$ cat src/core/vcode_pkg.sv
package vcode_pkg;

	// ------------------------------------------------------------------
	// code and level layout
	// ------------------------------------------------------------------
	localparam int          CODE_W      = 6;
	localparam int          LEVEL_W     = 8;
	localparam logic [5:0]  LOWEST_CODE = 6'h14;  // code of the lowest level
	localparam logic [5:0]  OFF_CODE_A  = 6'h3f;  // all ones
	localparam logic [5:0]  OFF_CODE_B  = 6'h3e;  // all ones, half step clear
	localparam logic [6:0]  WRAP_BASE   = 7'h52;  // past the wrap, minus off
	localparam logic [7:0]  BASE_LEVEL  = 8'h43;  // lowest level, 12.5mV units
	localparam logic [7:0]  ZERO_LEVEL  = 8'h00;
	localparam logic [7:0]  ONE_STEP    = 8'h01;

	// ------------------------------------------------------------------
	// timing counts, in switching cycles unless named otherwise
	// ------------------------------------------------------------------
	localparam int          CLK_PERIOD_NS     = 50;
	localparam logic [2:0]  STROBES_PER_CYCLE = 3'h6;
	localparam logic [2:0]  LAST_MID_STROBE   = 3'h5;
	localparam int          SS_DELAY_CYCLES   = 64;
	localparam int          SS_STEP_CYCLES    = 16;
	localparam logic [1:0]  OFF_DELAY_CYCLES  = 2'h2;
	localparam int          CYC_W             = 7;

	// ------------------------------------------------------------------
	// stepper states
	// ------------------------------------------------------------------
	typedef enum logic [2:0] {
		ST_OFF,
		ST_DELAY,
		ST_RAMP,
		ST_RUN,
		ST_WAIT,
		ST_OFF_PEND
	} stepper_state_type;

	// off request decode
	function automatic logic is_off_code(input logic [5:0] code);
		is_off_code = (code == OFF_CODE_A) || (code == OFF_CODE_B);
	endfunction

	// code to level in 12.5mV units; codes wrap downward from LOWEST_CODE
	function automatic logic [7:0] decode_level(input logic [5:0] code);
		logic [6:0] idx;
		idx = 7'h00;
		if (code <= LOWEST_CODE) begin
			idx = {1'b0, LOWEST_CODE} - {1'b0, code};
		end else begin
			idx = WRAP_BASE - {1'b0, code};
		end
		decode_level = BASE_LEVEL + {1'b0, idx};
	endfunction

endpackage

$ cat src/core/cycle_strobe_gen.sv
`timescale 1ns/10ps
// measures the switching cycle and spreads six sampling strobes over it
module cycle_strobe_gen #(
	parameter int CNT_W = 16
) (
	// clock and reset
	input  wire logic             mclk_in,
	input  wire logic             sys_rst_in,
	// pulse termination event, one cycle
	input  wire logic             cycle_event_in,
	// timing outputs
	output logic                  sample_strobe_out,
	output logic                  period_valid_out,
	output logic [CNT_W-1:0]      half_period_out
);

	typedef struct packed {
		logic [CNT_W-1:0] cnt;
		logic [CNT_W-1:0] period;
		logic [CNT_W+2:0] acc;
		logic [2:0]       mid;
		logic             seen;
		logic             valid;
		logic             strobe;
	} timer_state_type;

	timer_state_type q;
	timer_state_type d;
	logic [CNT_W+2:0] acc_next;

	// ------------------------------------------------------------------
	// next state
	// ------------------------------------------------------------------
	// the accumulator adds six per clock and wraps at the period, so the
	// strobes stay evenly spaced without a divider
	always_comb begin
		d = q;
		d.strobe = 1'b0;
		acc_next = q.acc + {{CNT_W{1'b0}}, vcode_pkg::STROBES_PER_CYCLE};
		if (cycle_event_in) begin
			d.period = q.cnt + {{(CNT_W-1){1'b0}}, 1'b1};
			d.cnt    = '0;
			d.acc    = '0;
			d.mid    = 3'h0;
			d.seen   = 1'b1;
			d.valid  = q.seen;  // first event only opens the window
			d.strobe = q.seen;
		end else begin
			if (q.cnt != {CNT_W{1'b1}}) begin
				d.cnt = q.cnt + {{(CNT_W-1){1'b0}}, 1'b1};
			end
			// cap mid-cycle strobes at five so each cycle has exactly six
			if (q.valid && q.mid < vcode_pkg::LAST_MID_STROBE) begin
				if (acc_next >= {3'h0, q.period}) begin
					d.acc    = acc_next - {3'h0, q.period};
					d.mid    = q.mid + 3'h1;
					d.strobe = 1'b1;
				end else begin
					d.acc = acc_next;
				end
			end
		end
	end

	// ------------------------------------------------------------------
	// state register
	// ------------------------------------------------------------------
	always_ff @(posedge mclk_in or posedge sys_rst_in) begin
		if (sys_rst_in) begin
			q <= '0;
		end else begin
			q <= d;
		end
	end

	assign sample_strobe_out = q.strobe;
	assign period_valid_out  = q.valid;
	assign half_period_out   = q.period >> 1;

endmodule // cycle_strobe_gen

$ cat src/core/voltage_code_dac_stepper.sv
`timescale 1ns/10ps
module voltage_code_dac_stepper #(
	parameter int CNT_W = 16
) (
	// clock and reset
	input  wire logic        mclk_in,
	input  wire logic        sys_rst_in,
	// code pins from the processor
	input  wire logic        code_bit4_in,
	input  wire logic        code_bit3_in,
	input  wire logic        code_bit2_in,
	input  wire logic        code_bit1_in,
	input  wire logic        code_bit0_in,
	input  wire logic        half_step_bit_in,
	// phase one pwm, falling edge marks pulse termination
	input  wire logic        phase_one_output_in,
	// reference and status
	output logic [7:0]       reference_level_out,
	output logic [7:0]       target_level_out,
	output logic             shutdown_out,
	output logic             soft_start_out,
	output logic             regulating_out,
	output logic             step_wait_out
);

	// ------------------------------------------------------------------
	// state
	// ------------------------------------------------------------------
	typedef struct packed {
		logic [6:0]                    sync1;
		logic [6:0]                    sync2;
		logic                          phase_prev;
		vcode_pkg::stepper_state_type  st;
		logic [7:0]                    level;
		logic [7:0]                    target;
		logic                          dir_up;
		logic [CNT_W-1:0]              wait_cnt;
		logic [vcode_pkg::CYC_W-1:0]   cyc_cnt;
		logic [1:0]                    off_cnt;
	} stepper_reg_type;

	// the code pins idle high through their pull-ups, so the synchroniser
	// resets to the off code and reset never invents a wake-up request
	localparam stepper_reg_type Q_RESET = '{
		sync1   : {1'b0, vcode_pkg::OFF_CODE_A},
		sync2   : {1'b0, vcode_pkg::OFF_CODE_A},
		st      : vcode_pkg::ST_OFF,
		default : '0
	};

	stepper_reg_type q;
	stepper_reg_type d;

	logic             cycle_event;
	logic             strobe;
	logic             period_valid;
	logic [CNT_W-1:0] half_period;
	logic [5:0]       code_now;
	logic             code_off;
	logic [7:0]       code_level;
	logic             far_up;
	logic             far_down;

	// ------------------------------------------------------------------
	// cycle timing
	// ------------------------------------------------------------------
	// pulse termination is the falling edge of the synchronised phase one
	assign cycle_event = q.phase_prev & ~q.sync2[6];

	cycle_strobe_gen #(
		.CNT_W (CNT_W)
	) u_timer (
		.mclk_in           (mclk_in),
		.sys_rst_in        (sys_rst_in),
		.cycle_event_in    (cycle_event),
		.sample_strobe_out (strobe),
		.period_valid_out  (period_valid),
		.half_period_out   (half_period)
	);

	// ------------------------------------------------------------------
	// code decode from the second synchroniser stage only
	// ------------------------------------------------------------------
	assign code_now   = q.sync2[5:0];
	assign code_off   = vcode_pkg::is_off_code(code_now);
	assign code_level = vcode_pkg::decode_level(code_now);

	// more than one step away from the present reference
	assign far_up   = code_level > (q.level + vcode_pkg::ONE_STEP);
	assign far_down = (code_level + vcode_pkg::ONE_STEP) < q.level;

	// ------------------------------------------------------------------
	// next state
	// ------------------------------------------------------------------
	always_comb begin
		d = q;
		// two flops on every pin before any logic reads it
		d.sync1 = {phase_one_output_in, code_bit4_in, code_bit3_in,
			code_bit2_in, code_bit1_in, code_bit0_in,
			half_step_bit_in};
		d.sync2      = q.sync1;
		d.phase_prev = q.sync2[6];

		// outside ST_OFF the requested code is only taken at the sampling strobes; an off
		// code leaves the last level in place
		if (strobe && !code_off) begin
			d.target = code_level;
		end

		case (q.st)
			vcode_pkg::ST_OFF: begin
				// pwm is parked here, so the code is watched directly
				// rather than waiting for strobes that may never come
				d.level   = vcode_pkg::ZERO_LEVEL;
				d.cyc_cnt = '0;
				if (!code_off) begin
					d.target = code_level;
					d.st     = vcode_pkg::ST_DELAY;
				end
			end
			vcode_pkg::ST_DELAY: begin
				if (cycle_event) begin
					if (q.cyc_cnt == vcode_pkg::CYC_W'(
						vcode_pkg::SS_DELAY_CYCLES - 1)) begin
						d.cyc_cnt = '0;
						d.st      = vcode_pkg::ST_RAMP;
					end else begin
						d.cyc_cnt = q.cyc_cnt + 1'b1;
					end
				end
			end
			vcode_pkg::ST_RAMP: begin
				// linear climb from zero, one unit per fixed cycle count
				if (cycle_event) begin
					if (q.cyc_cnt == vcode_pkg::CYC_W'(
						vcode_pkg::SS_STEP_CYCLES - 1)) begin
						d.cyc_cnt = '0;
						if (q.level + vcode_pkg::ONE_STEP >= q.target) begin
							d.level = q.target;
							d.st    = vcode_pkg::ST_RUN;
						end else begin
							d.level = q.level + vcode_pkg::ONE_STEP;
						end
					end else begin
						d.cyc_cnt = q.cyc_cnt + 1'b1;
					end
				end
			end
			vcode_pkg::ST_RUN: begin
				if (strobe && period_valid && !code_off) begin
					if (far_up) begin
						d.level = q.level + vcode_pkg::ONE_STEP;
					end else if (far_down) begin
						d.level = q.level - vcode_pkg::ONE_STEP;
					end else if (code_level != q.level) begin
						d.dir_up   = code_level > q.level;
						d.wait_cnt = '0;
						d.st       = vcode_pkg::ST_WAIT;
					end
				end
			end
			vcode_pkg::ST_WAIT: begin
				d.wait_cnt = q.wait_cnt + 1'b1;
				// a reversal or a return to the level cancels the step
				if ((q.dir_up && q.target <= q.level) ||
					(!q.dir_up && q.target >= q.level)) begin
					d.st = vcode_pkg::ST_RUN;
				end else if (q.wait_cnt + 1'b1 >= half_period) begin
					d.st = vcode_pkg::ST_RUN;
					if (q.dir_up) begin
						d.level = q.level + vcode_pkg::ONE_STEP;
					end else begin
						d.level = q.level - vcode_pkg::ONE_STEP;
					end
				end
			end
			vcode_pkg::ST_OFF_PEND: begin
				// hold the reference two cycles before shutting down; a
				// normal code in the meantime does not cancel the shutdown
				if (cycle_event) begin
					if (q.off_cnt + 2'h1 == vcode_pkg::OFF_DELAY_CYCLES) begin
						d.st    = vcode_pkg::ST_OFF;
						d.level = vcode_pkg::ZERO_LEVEL;
					end else begin
						d.off_cnt = q.off_cnt + 2'h1;
					end
				end
			end
			default: begin
				d.st = vcode_pkg::ST_OFF;
			end
		endcase

		// an off code taken at a strobe overrides any active state
		if (strobe && code_off && q.st != vcode_pkg::ST_OFF &&
			q.st != vcode_pkg::ST_OFF_PEND) begin
			d.off_cnt = 2'h0;
			d.st      = vcode_pkg::ST_OFF_PEND;
		end
	end

	// ------------------------------------------------------------------
	// state register
	// ------------------------------------------------------------------
	always_ff @(posedge mclk_in or posedge sys_rst_in) begin
		if (sys_rst_in) begin
			q <= Q_RESET;
		end else begin
			q <= d;
		end
	end

	// ------------------------------------------------------------------
	// outputs
	// ------------------------------------------------------------------
	assign reference_level_out = q.level;
	assign target_level_out    = q.target;
	assign shutdown_out        = (q.st == vcode_pkg::ST_OFF);
	assign soft_start_out      = (q.st == vcode_pkg::ST_DELAY) ||
		(q.st == vcode_pkg::ST_RAMP);
	assign regulating_out      = (q.st == vcode_pkg::ST_RUN) ||
		(q.st == vcode_pkg::ST_WAIT) || (q.st == vcode_pkg::ST_OFF_PEND);
	assign step_wait_out       = (q.st == vcode_pkg::ST_WAIT);

endmodule // voltage_code_dac_stepper

$ cat config.mk
export PLATFORM = sky130hd
export DESIGN_NAME = voltage_code_dac_stepper
export DESIGN_NICKNAME = d
export VERILOG_FILES = /design/src/core/vcode_pkg.sv /design/src/core/cycle_strobe_gen.sv /design/src/core/voltage_code_dac_stepper.sv
export SDC_FILE = /design/constraint.sdc
export NUM_CORES = 1
export LEC_CHECK = 0
export ABC_AREA = 1
export BUFFER_PORTS_ARGS = -buffer_cell sky130_fd_sc_hd__buf_2
export CAP_MARGIN = 20
export CORE_MARGIN = 4
export CORE_UTILIZATION = 50
export CTS_CLUSTER_SIZE = 24
export DETAILED_ROUTE_END_ITERATION = 8
export GPL_ROUTABILITY_DRIVEN = 0
export PLACE_DENSITY = 0.71
export SLEW_MARGIN = 10
export SYNTH_ARGS = -nofsm -noshare
export SYNTH_HDL_FRONTEND = slang
export SYNTH_HIERARCHICAL = 1
export SYNTH_SLANG_ARGS = --single-unit
export TNS_END_PERCENT = 50
$ cat constraint.sdc
create_clock -name mclk_in -period 3.12 [get_ports mclk_in]
set_clock_uncertainty 0.05 [all_clocks]
set_input_delay 0.156 -clock mclk_in [delete_from_list [all_inputs] [get_ports mclk_in]]
set_output_delay 0.156 -clock mclk_in [all_outputs]
set_load 0.005 [all_outputs]
==> results.sh, run 1 <==
export IMPL_outcome="finished with violations"
export IMPL_violations="setup timing"
export IMPL_hpwl_um=17400
export IMPL_postSynthCellCount=1309
export IMPL_drcViolationCount=0
export IMPL_reg2reg_to="q[24]"
export IMPL_crit_buf_inv=6
export IMPL_rsz0062_at_grt="true"
export IMPL_regArea_um2=2950
export IMPL_wire_per_inst_um=15.7
export IMPL_syn_to_final_growth_pct=24.5
export IMPL_hold_violations=0
export IMPL_ys_seq_area_share_pct=31.0
export IMPL_htreeDepth=4
export IMPL_crit_required_ns=3.38
export IMPL_drtIter0Drc=817
export IMPL_power_per_cell_area_nw_per_um2=911
export IMPL_cts_root_buf="clkbuf_16"
export IMPL_cpLargestDelayFamily="simple AND/OR/NAND/NOR gates"
export IMPL_dp_cells=1588
export IMPL_clkLatencyLatePin_ns=0.43
export IMPL_clk_pin_slew_ns=0.06
export IMPL_ant_nets=0
export IMPL_fmax_mhz=296
export IMPL_grt_max_degree=61
export IMPL_worst_pin_slew_ns=0.838
export IMPL_port_buffers=28
export IMPL_grt_total_usage_pct=22.8
export IMPL_multi_input_area_um2=6230
export IMPL_grt_pass1_wl_um=40500
export IMPL_design_area_um2=11800
export IMPL_final_nets=1505
export IMPL_reg2reg_depth=21
export IMPL_dr_pass1_iters=6
export IMPL_cts_tree="done"
export IMPL_finalWirelength_um=26100
export IMPL_worstSetupStartpoint="code_now[4]"
export IMPL_avgSynthCellArea_um2=7.25
export IMPL_cp_max_fo=8
export IMPL_layout_commonest_cell="nand2_1"
export IMPL_regToRegSetupSlack_ns=-0.26
export IMPL_viasPerCell=5.49
export IMPL_numCtsBuffers=17
export IMPL_fin_ws_ns=-0.256
export IMPL_crit_chain="inv_4 > nor3_4 > buf_6 > a21boi_4 > nand3_2 > nand3_4 > buf_4 > nand3_4 > buf_4 > nand3_4 > nand2_2 > inv_2 > ha_4 > a21oi_2 > o21a_1 > nand2_2 > nand2_4 > nand2_4 > nand3_4 > buf_12 > a22o_1"
export IMPL_core_region_area_um2=18700
export IMPL_drive_gt1_share_pct=25.3
export IMPL_synthFlopType="dfrtp_1"
export IMPL_cts_max_path_buffers=2
export IMPL_cp_depth=21
export IMPL_fill_cells=1531
export IMPL_slowest_delay_ns=0.56
export IMPL_ios=29
export IMPL_synthDistinctLibCells=53
export IMPL_num_rows=50
export IMPL_setup_violations=28
export IMPL_synth_nets=1402
export IMPL_arrival_ns=3.64
export IMPL_first_global_vias=8630
export IMPL_r2r_start="code_now[4]"
export IMPL_hold_class="reg2reg"
export IMPL_period_needed_ns=3.38
export IMPL_synth_warnings=6
export IMPL_die_area_um2=21200
export IMPL_critPathLaunchType="flop"
export IMPL_synth_edf_count=0
export IMPL_critPathCaptureType="flop"
export IMPL_grt_overflow_total=0
export IMPL_fin_cells=1659
export IMPL_layout_common_cells="nand2_1, inv_1, dfrtp_1, buf_4, nand3_1"
export IMPL_worstSetupPathType="reg2reg"
export IMPL_max_slew_margin_pct=44.1
export IMPL_min_period_over_period_pct=108
export IMPL_power_leakage_nw=5.89
export IMPL_worstSetupEndpoint="q[24]"
export IMPL_cts_sinks=117
export IMPL_route_vias_total=9116
export IMPL_slew_violations=0
export IMPL_die_x_um=146
export IMPL_slowest_stage="dfstp_2"
export IMPL_netlist_area_um2=9490
export IMPL_async_flop_share_pct=100
export IMPL_drv_cap=0
export IMPL_worst_hold_startpoint="d[51]"
export IMPL_die_h_um=146
export IMPL_ys_ff_latch=117
export IMPL_initial_core_util_pct=50.7
export IMPL_cp_common_cell="nand3_4"
export IMPL_diodes=0
export IMPL_post_dp_cell_area_um2=10100
export IMPL_antenna_found_initial=0
export IMPL_vdd_ir_drop_max_mv=0.528
## final cells by class
type | instances | area share [%]
clock buffer | 17 | 3.60
clock inverter | 15 | 1.23
inverter | 183 | 5.88
multi-input combinational | 951 | 52.7
sequential | 117 | 24.9
tap | 234 | 2.48
timing repair buffer | 142 | 9.16
## worst min path at each step
stage	to	slack (ns)	depth (start not counted)
floorplan	d[46]	0.11	0
global placement	d[48]	0.21	1
detailed placement	d[47]	0.21	1
CTS	d[52]	0.30	2
global route	code_now[2]	0.31	0
finish	code_now[5]	0.30	0
## timing repair
item / 4_1_cts / 5_1_grt
gates cloned: 1 / 0
setup endpoints to repair: 51 / 51
hold buffers: 8 / 0
buffers inserted: 15 / 17
pin swaps: 27 / 67
resized for setup: 65 / 105
hold endpoints to repair: 83 / 0
## flip-flops by register name, summed over array words and instances (netlist names)
register                   flops
u_timer/q                     40
q                             30
code_now                       6
u_timer/sample_strobe_out      1
target_level_out               8
reference_level_out            8
d                              8
u_timer/half_period_out       15
u_timer/period_valid_out       1
## report_power, final
group | switching [mW] | total [mW] | leakage [nW] | internal (mW)
logic | 3.97 | 6.62 | 4.11 | 2.65
clock network | 0.807 | 1.92 | 0.270 | 1.11
registers | 0.364 | 2.21 | 1.51 | 1.85
total | 5.14 | 10.8 | 5.89 | 5.61
## synthesized netlist by cell type (all sizes together), types with 2 or more instances
library cell | n | area (um2)
o211ai | 7 | 52.6
nand3 | 110 | 586
o21bai | 5 | 37.5
clkinv | 3 | 11.3
ha | 83 | 1040
dfrtp | 105 | 2630
a21o | 2 | 15.0
xnor2 | 19 | 166
nor2 | 84 | 387
buf | 46 | 343
a21boi | 2 | 18.8
nand3b | 9 | 67.6
xor2 | 47 | 412
o21ai | 77 | 400
nand2 | 365 | 1420
o21a | 6 | 45.0
nor3b | 3 | 22.5
a22o | 12 | 105
or2 | 9 | 56.3
clkbuf | 12 | 46.3
inv | 180 | 676
a21oi | 57 | 289
dfstp | 12 | 315
nor3 | 15 | 85.1
nand4 | 30 | 194
## per-stage QoR
stage	power, mW	setup slack, ns	setup TNS (ns)	util, %	hold slack, ns
floorplan	6.49	0.00283	0	-	0.110
global placement	7.77	-0.163	-2.78	54.1	0.212
detailed placement	7.88	-0.242	-7.56	54.1	0.215
CTS	10.2	-0.0614	-0.687	59.9	0.302
global route	11.7	-0.443	-11.06	63.1	0.310
finish	10.8	-0.256	-5.24	63.1	0.303
## routing by layer
| metal | global-route usage [%] | vias up | share of wire (%) |
|---|---|---|---|
| met5 | 0 | - | 0 |
| met4 | 8.40 | 0 | 4.1 |
| met3 | 4.08 | 98 | 5.6 |
| met2 | 38.1 | 319 | 48 |
| met1 | 29.8 | 4273 | 43 |
| li1 | - | 4426 | - |
## worst reg2reg max path, stage by stage, from the launching register on
cell	delay, ns
dfstp_2	0.56
inv_4	0.06
nor3_4	0.25
buf_6	0.14
a21boi_4	0.06
nand3_2	0.13
nand3_4	0.13
buf_4	0.17
nand3_4	0.10
buf_4	0.13
nand3_4	0.09
nand2_2	0.08
inv_2	0.04
ha_4	0.26
a21oi_2	0.06
o21a_1	0.19
nand2_2	0.09
nand2_4	0.10
nand2_4	0.08
nand3_4	0.12
buf_12	0.18
a22o_1	0.20
## logic make-up after synthesis
group | synth area share [%]
DFF | 31.0
xor gates and xnor gates | 6.09
adders and majority gates | 11.2
buffers and inverters | 11.3
other | 0.0395
and+or+nand+nor | 29.8
AOI/OAI and AO/OA | 10.6
(Power assumes the default switching activity.)
==> inputs of run 2 (changes only) <==
Settings changed: MAX_ROUTING_LAYER set to met4.
==> run 2 against run 1 <==
  * The flow still finishes with violations (setup timing)
  * Worst hold slack about the same
  * Setup slack improved by 0.0013 ns
  * Sequential power about the same
  * Final cell count unchanged
  * Count of clock-buffer cells in the layout unchanged
  * Total power decreased by 0.15%
  * Combinational power about the same
  * Critical path depth unchanged
  * Critical path type unchanged
  * Critical endpoint unchanged
  * Largest cell class unchanged
==> results.sh, run 2 (synthesis results as in run 1) <==
export IMPL_die_x_um=146
export IMPL_min_period_over_period_pct=108
export IMPL_dp_cells=1588
export IMPL_fmax_mhz=296
export IMPL_arrival_ns=3.64
export IMPL_grt_overflow_total=0
export IMPL_diodes=0
export IMPL_ios=29
export IMPL_cts_max_path_buffers=2
export IMPL_fin_total_pwr_mw=10.7
export IMPL_hpwl_um=17400
export IMPL_port_buffers=28
export IMPL_cts_sinks=117
export IMPL_max_slew_margin_pct=44.5
export IMPL_core_region_area_um2=18700
export IMPL_crit_chain="inv_4 > nor3_4 > buf_6 > a21boi_4 > nand3_2 > nand3_4 > buf_4 > nand3_4 > buf_4 > nand3_4 > nand2_2 > inv_2 > ha_4 > a21oi_2 > o21a_1 > nand2_2 > nand2_4 > nand2_4 > nand3_4 > buf_12 > a22o_1"
export IMPL_r2r_start="code_now[4]"
export IMPL_numCtsBuffers=17
export IMPL_post_dp_cell_area_um2=10100
export IMPL_layout_common_cells="nand2_1, inv_1, dfrtp_1, buf_4, nand3_1"
export IMPL_antenna_found_initial=0
export IMPL_power_leakage_nw=5.88
export IMPL_cts_root_buf="clkbuf_16"
export IMPL_grt_max_degree=61
export IMPL_wire_per_inst_um=15.6
export IMPL_power_per_cell_area_nw_per_um2=912
export IMPL_syn_to_final_growth_pct=24.1
export IMPL_grt_pass1_wl_um=40500
export IMPL_slew_violations=0
export IMPL_largest_reg_flops=40
export IMPL_hold_class="reg2reg"
export IMPL_drcViolationCount=0
export IMPL_regToRegSetupSlack_ns=-0.25
export IMPL_cts_tree="done"
export IMPL_crit_required_ns=3.38
export IMPL_reg2reg_depth=21
export IMPL_period_needed_ns=3.37
export IMPL_fin_ws_ns=-0.255
export IMPL_setup_violations=28
export IMPL_slowest_stage="dfstp_2"
export IMPL_hold_violations=0
export IMPL_num_rows=50
export IMPL_first_global_vias=8621
export IMPL_worstSetupPathType="reg2reg"
export IMPL_violations="setup timing"
export IMPL_fin_cells=1659
export IMPL_fill_cells=1535
export IMPL_vdd_ir_drop_max_mv=0.533
export IMPL_final_nets=1505
export IMPL_clk_pin_slew_ns=0.06
export IMPL_clkLatencyLatePin_ns=0.43
export IMPL_dp_slack_ns=-0.242
export IMPL_critPathLaunchType="flop"
export IMPL_ant_nets=0
export IMPL_viasPerCell=5.50
export IMPL_holdPathStages=0
export IMPL_rsz0062_at_grt="true"
export IMPL_worst_hold_startpoint="d[51]"
export IMPL_die_area_um2=21200
export IMPL_cp_max_fo=8
export IMPL_initial_core_util_pct=50.7
export IMPL_min_to="code_now[5]"
export IMPL_drtIter0Drc=817
export IMPL_outcome="finished with violations"
export IMPL_dr_pass1_iters=8
export IMPL_critPathCaptureType="flop"
export IMPL_finalWirelength_um=25900
export IMPL_die_h_um=146
export IMPL_cp_common_cell="nand3_4"
export IMPL_drive_gt1_share_pct=25.1
export IMPL_worst_pin_slew_ns=0.833
export IMPL_layout_commonest_cell="nand2_1"
export IMPL_grt_total_usage_pct=23.5
export IMPL_htreeDepth=4
export IMPL_regMostFlops="u_timer/q"
export IMPL_route_vias_total=9124
export IMPL_slowest_delay_ns=0.56
export IMPL_design_area_um2=11800
export IMPL_reg2reg_to="q[24]"
export IMPL_drv_cap=0
==> run 2: cell counts in the layout (fill, tap and decap cells not counted) <==
No cell type changed its count.
==> run 2: area by class of cell <==
type | count | area, um2 | share of cell area (%)
Multi-Input combinational cell | 951 | 6190 | 52.6
Sequential cell | 117 | 2950 | 25.0
Timing Repair Buffer | 142 | 1080 | 9.19
Inverter | 183 | 694 | 5.90
Clock buffer | 17 | 425 | 3.61
Tap cell | 234 | 293 | 2.49
Clock inverter | 15 | 145 | 1.23
==> run 2: report_power, final <==
| group | internal [mW] | total [mW] | leakage, nW | switching (mW) |
|---|---|---|---|---|
| combinational | 2.65 | 6.61 | 4.10 | 3.96 |
| sequential | 1.85 | 2.21 | 1.51 | 0.364 |
| clock | 1.11 | 1.92 | 0.270 | 0.808 |
| total | 5.61 | 10.7 | 5.88 | 5.13 |
==> run 2: worst max path at each step <==
| stage | startpoint | endpoint | cells past startpoint |
|---|---|---|---|
| after floorplan | code_now[0] | q[10] | 21 |
| after global placement | code_now[1] | q[42] | 22 |
| after detailed placement | code_now[1] | q[44] | 22 |
| after CTS | code_now[4] | reference_level_out[6] | 23 |
| after global routing | code_now[0] | reference_level_out[2] | 24 |
| final | code_now[4] | q[24] | 21 |
==> run 2: repair_timing <==
action                                  CTS  global route
setup buffers                            15            16
endpoints found under the setup margin   51            51
cloned                                    1             0
gates resized for setup                  65           101
pin swaps                                27            64
hold endpoints to repair                 83             0
hold buffers                              8             0
==> run 2: critical path, delay by kind of cell (launching register included) <==
kind                       cells  cell delay [ns]
buffers and inverters          6             0.72
DFF                            1             0.56
and+or+nand+nor               10             1.16
AOI/OAI and AO/OA              4             0.50
adders and majority gates      1             0.26
==> run 2: stage by stage <==
| step | hold slack [ns] | util (%) | TNS (ns) |
|---|---|---|---|
| global route | 0.310 | 63.0 | -10.98 |
| global placement | 0.212 | 54.1 | -2.78 |
| finish | 0.303 | 63.0 | -5.14 |
| detailed placement | 0.215 | 54.1 | -7.56 |
| floorplan | 0.110 | - | 0 |
| CTS | 0.302 | 59.9 | -0.687 |
==> run 2: per-layer routing <==
layer	wire, um	GRT usage, %	vias to the layer above
met2	12400	38.0	315
met1	11100	29.8	4293
met3	1420	3.71	90
met4	986	8.97	0
li1	-	-	4426
met5	0	-	-
==> inputs of run 3 (changes only) <==
Settings changed: CTS_BUF_LIST set to sky130_fd_sc_hd__clkbuf_8, MAX_ROUTING_LAYER met4 to unset, RECOVER_POWER set to 100.
==> run 3 against run 2 <==
  * The run ends with capacitance limit, slew limit, setup timing left
  * Critical path depth is 2 higher
  * First-iteration DRC count is 4.0% lower
  * Final cell count is 0.36% higher
  * Non-clock buffer count is 3 higher
  * Worst hold slack worse by 0.029 ns
  * Utilization is 0.88 points lower
  * Maximum frequency is 0.77% higher
  * Highest routed layer unchanged
==> results.sh, run 3 (synthesis results as in run 1) <==
export IMPL_slowest_delay_ns=0.56
export IMPL_ios=29
export IMPL_cts_sinks=117
export IMPL_cp_common_cell="nand2_2"
export IMPL_critPathCaptureType="flop"
export IMPL_cts_max_path_buffers=2
export IMPL_dr_pass1_iters=8
export IMPL_finalWirelength_um=25400
export IMPL_r2r_start="code_now[0]"
export IMPL_slowest_stage="dfstp_2"
export IMPL_post_dp_cell_area_um2=10100
export IMPL_worstSetupEndpoint="q[19]"
export IMPL_reg2reg_to="q[19]"
export IMPL_clkLatencyLatePin_ns=0.47
export IMPL_cpLargestDelayFamily="simple AND/OR/NAND/NOR gates"
export IMPL_cp_max_fo=8
export IMPL_hold_violations=0
export IMPL_hpwl_um=17400
export IMPL_rsz0062_at_grt="true"
export IMPL_layout_common_cells="nand2_1, inv_1, dfrtp_1, nand3_1, buf_4"
export IMPL_drive_gt1_share_pct=25.0
export IMPL_cp_depth=23
export IMPL_outcome="finished with violations"
export IMPL_crit_buf_inv=4
export IMPL_syn_to_final_growth_pct=22.4
export IMPL_critPathLaunchType="flop"
export IMPL_fin_total_pwr_mw=10.3
export IMPL_htreeDepth=4
export IMPL_layout_commonest_cell="nand2_1"
export IMPL_design_area_um2=11600
export IMPL_core_region_area_um2=18700
export IMPL_worstSetupStartpoint="code_now[0]"
export IMPL_first_global_vias=8595
export IMPL_drcViolationCount=0
export IMPL_crit_required_ns=3.42
export IMPL_largest_reg_flops=40
export IMPL_fin_ws_ns=-0.229
export IMPL_die_h_um=146
export IMPL_min_period_over_period_pct=107
export IMPL_port_buffers=28
export IMPL_period_needed_ns=3.35
export IMPL_max_slew_margin_pct=-4.42
export IMPL_fill_cells=1565
export IMPL_route_vias_total=9073
export IMPL_fmax_mhz=299
export IMPL_diodes=0
export IMPL_drv_cap=1
export IMPL_clk_pin_slew_ns=0.08
export IMPL_drtIter0Drc=784
export IMPL_arrival_ns=3.65
export IMPL_die_x_um=146
export IMPL_slew_violations=61
export IMPL_regToRegSetupSlack_ns=-0.23
export IMPL_grt_total_usage_pct=22.8
export IMPL_regMostFlops="u_timer/q"
export IMPL_die_area_um2=21200
export IMPL_ant_nets=0
export IMPL_violations="capacitance limit, slew limit, setup timing"
export IMPL_crit_chain="inv_2 > buf_4 > o21ai_0 > nand2_1 > nand2_1 > nand3_2 > nand2_2 > nor2_4 > nand3_2 > nand2_2 > nand2_2 > nand2_1 > nand2_2 > inv_2 > ha_4 > a21oi_1 > o21a_1 > nand2_2 > nand2_4 > nand2_4 > nand3_4 > buf_12 > a22o_1"
export IMPL_initial_core_util_pct=50.7
export IMPL_grt_overflow_total=0
export IMPL_numCtsBuffers=17
export IMPL_reg2reg_depth=23
export IMPL_num_rows=50
export IMPL_cts_tree="done"
export IMPL_power_per_cell_area_nw_per_um2=889
export IMPL_cts_root_buf="clkbuf_8"
export IMPL_power_leakage_nw=5.78
export IMPL_grt_max_degree=61
export IMPL_worstSetupPathType="reg2reg"
export IMPL_vdd_ir_drop_max_mv=0.436
export IMPL_final_nets=1511
export IMPL_antenna_found_initial=0
export IMPL_setup_violations=28
export IMPL_viasPerCell=5.45
export IMPL_wire_per_inst_um=15.3
export IMPL_grt_pass1_wl_um=40300
export IMPL_worst_pin_slew_ns=1.57
export IMPL_hold_class="in2reg"
==> run 3: changes by cell type in the layout (fill, tap and decap cells not counted), sizes merged <==
cell and delta:
clkbuf +14, buf -11, nand2 +2, clkinv +1, inv -1, nor2 +1
==> run 3: through the flow <==
| stage | worst slack [ns] | hold slack (ns) | cells | utilization, % | TNS [ns] |
|---|---|---|---|---|---|
| 6_report | -0.229 | 0.274 | 1665 | 62.1 | -4.32 |
| 3_3_place_gp | -0.163 | 0.212 | 1588 | 54.1 | -2.78 |
| 5_1_grt | -0.390 | 0.272 | 1665 | 62.1 | -10.32 |
| 3_5_place_dp | -0.242 | 0.215 | 1588 | 54.1 | -7.56 |
| 2_1_floorplan | 0.00283 | 0.110 | 1309 | - | 0 |
| 4_1_cts | -0.0260 | 0.256 | 1642 | 58.6 | -0.0894 |
==> run 3: what timing repair did <==
action | in CTS | in global routing
setup endpoints to repair | 51 | 51
hold endpoints to repair | 83 | 0
pin swaps | 20 | 68
setup buffers | 14 | 20
hold buffers | 8 | 0
gates cloned | 0 | 5
gates resized for setup | 66 | 107
==> run 3: worst min-delay path by stage <==
stage / start / to / slack (ns) / cells past startpoint
floorplan: half_step_bit_in / d[46] / 0.11 / 0
global placement: code_bit1_in / d[48] / 0.21 / 1
detailed placement: code_bit0_in / d[47] / 0.21 / 1
CTS: phase_one_output_in / d[52] / 0.26 / 2
global route: phase_one_output_in / d[52] / 0.27 / 2
finish: phase_one_output_in / d[52] / 0.27 / 2
==> run 3: layout make-up <==
| class | count | area (um2) | share of cell area (%) |
|---|---|---|---|
| Clock buffer | 17 | 234 | 2.01 |
| Multi-Input combinational cell | 954 | 6220 | 53.6 |
| Tap cell | 234 | 293 | 2.52 |
| Clock inverter | 15 | 145 | 1.25 |
| Timing Repair Buffer | 145 | 1080 | 9.31 |
| Inverter | 183 | 689 | 5.94 |
| Sequential cell | 117 | 2950 | 25.4 |
==> run 3: worst register-to-register path, cell delays in order, from the launching register on <==
cell	delay, ns
dfstp_2	0.56
inv_2	0.06
buf_4	0.14
o21ai_0	0.19
nand2_1	0.11
nand2_1	0.11
nand3_2	0.09
nand2_2	0.14
nor2_4	0.07
nand3_2	0.09
nand2_2	0.09
nand2_2	0.11
nand2_1	0.08
nand2_2	0.08
inv_2	0.04
ha_4	0.25
a21oi_1	0.05
o21a_1	0.19
nand2_2	0.08
nand2_4	0.09
nand2_4	0.09
nand3_4	0.11
buf_12	0.17
a22o_1	0.21
==> run 3: report_power, final <==
part           switching, mW  internal, mW
clock                  0.738         0.646
combinational           4.02          2.70
sequential             0.372          1.85
total                   5.13          5.20
==> run 3: routing by layer <==
| layer | vias to the layer above | track usage [%] | routed length (um) |
|---|---|---|---|
| met5 | - | 0 | 0 |
| met4 | 0 | 8.59 | 812 |
| met3 | 72 | 3.80 | 1420 |
| met2 | 305 | 37.5 | 12200 |
| met1 | 4253 | 30.2 | 11000 |
| li1 | 4443 | - | - |
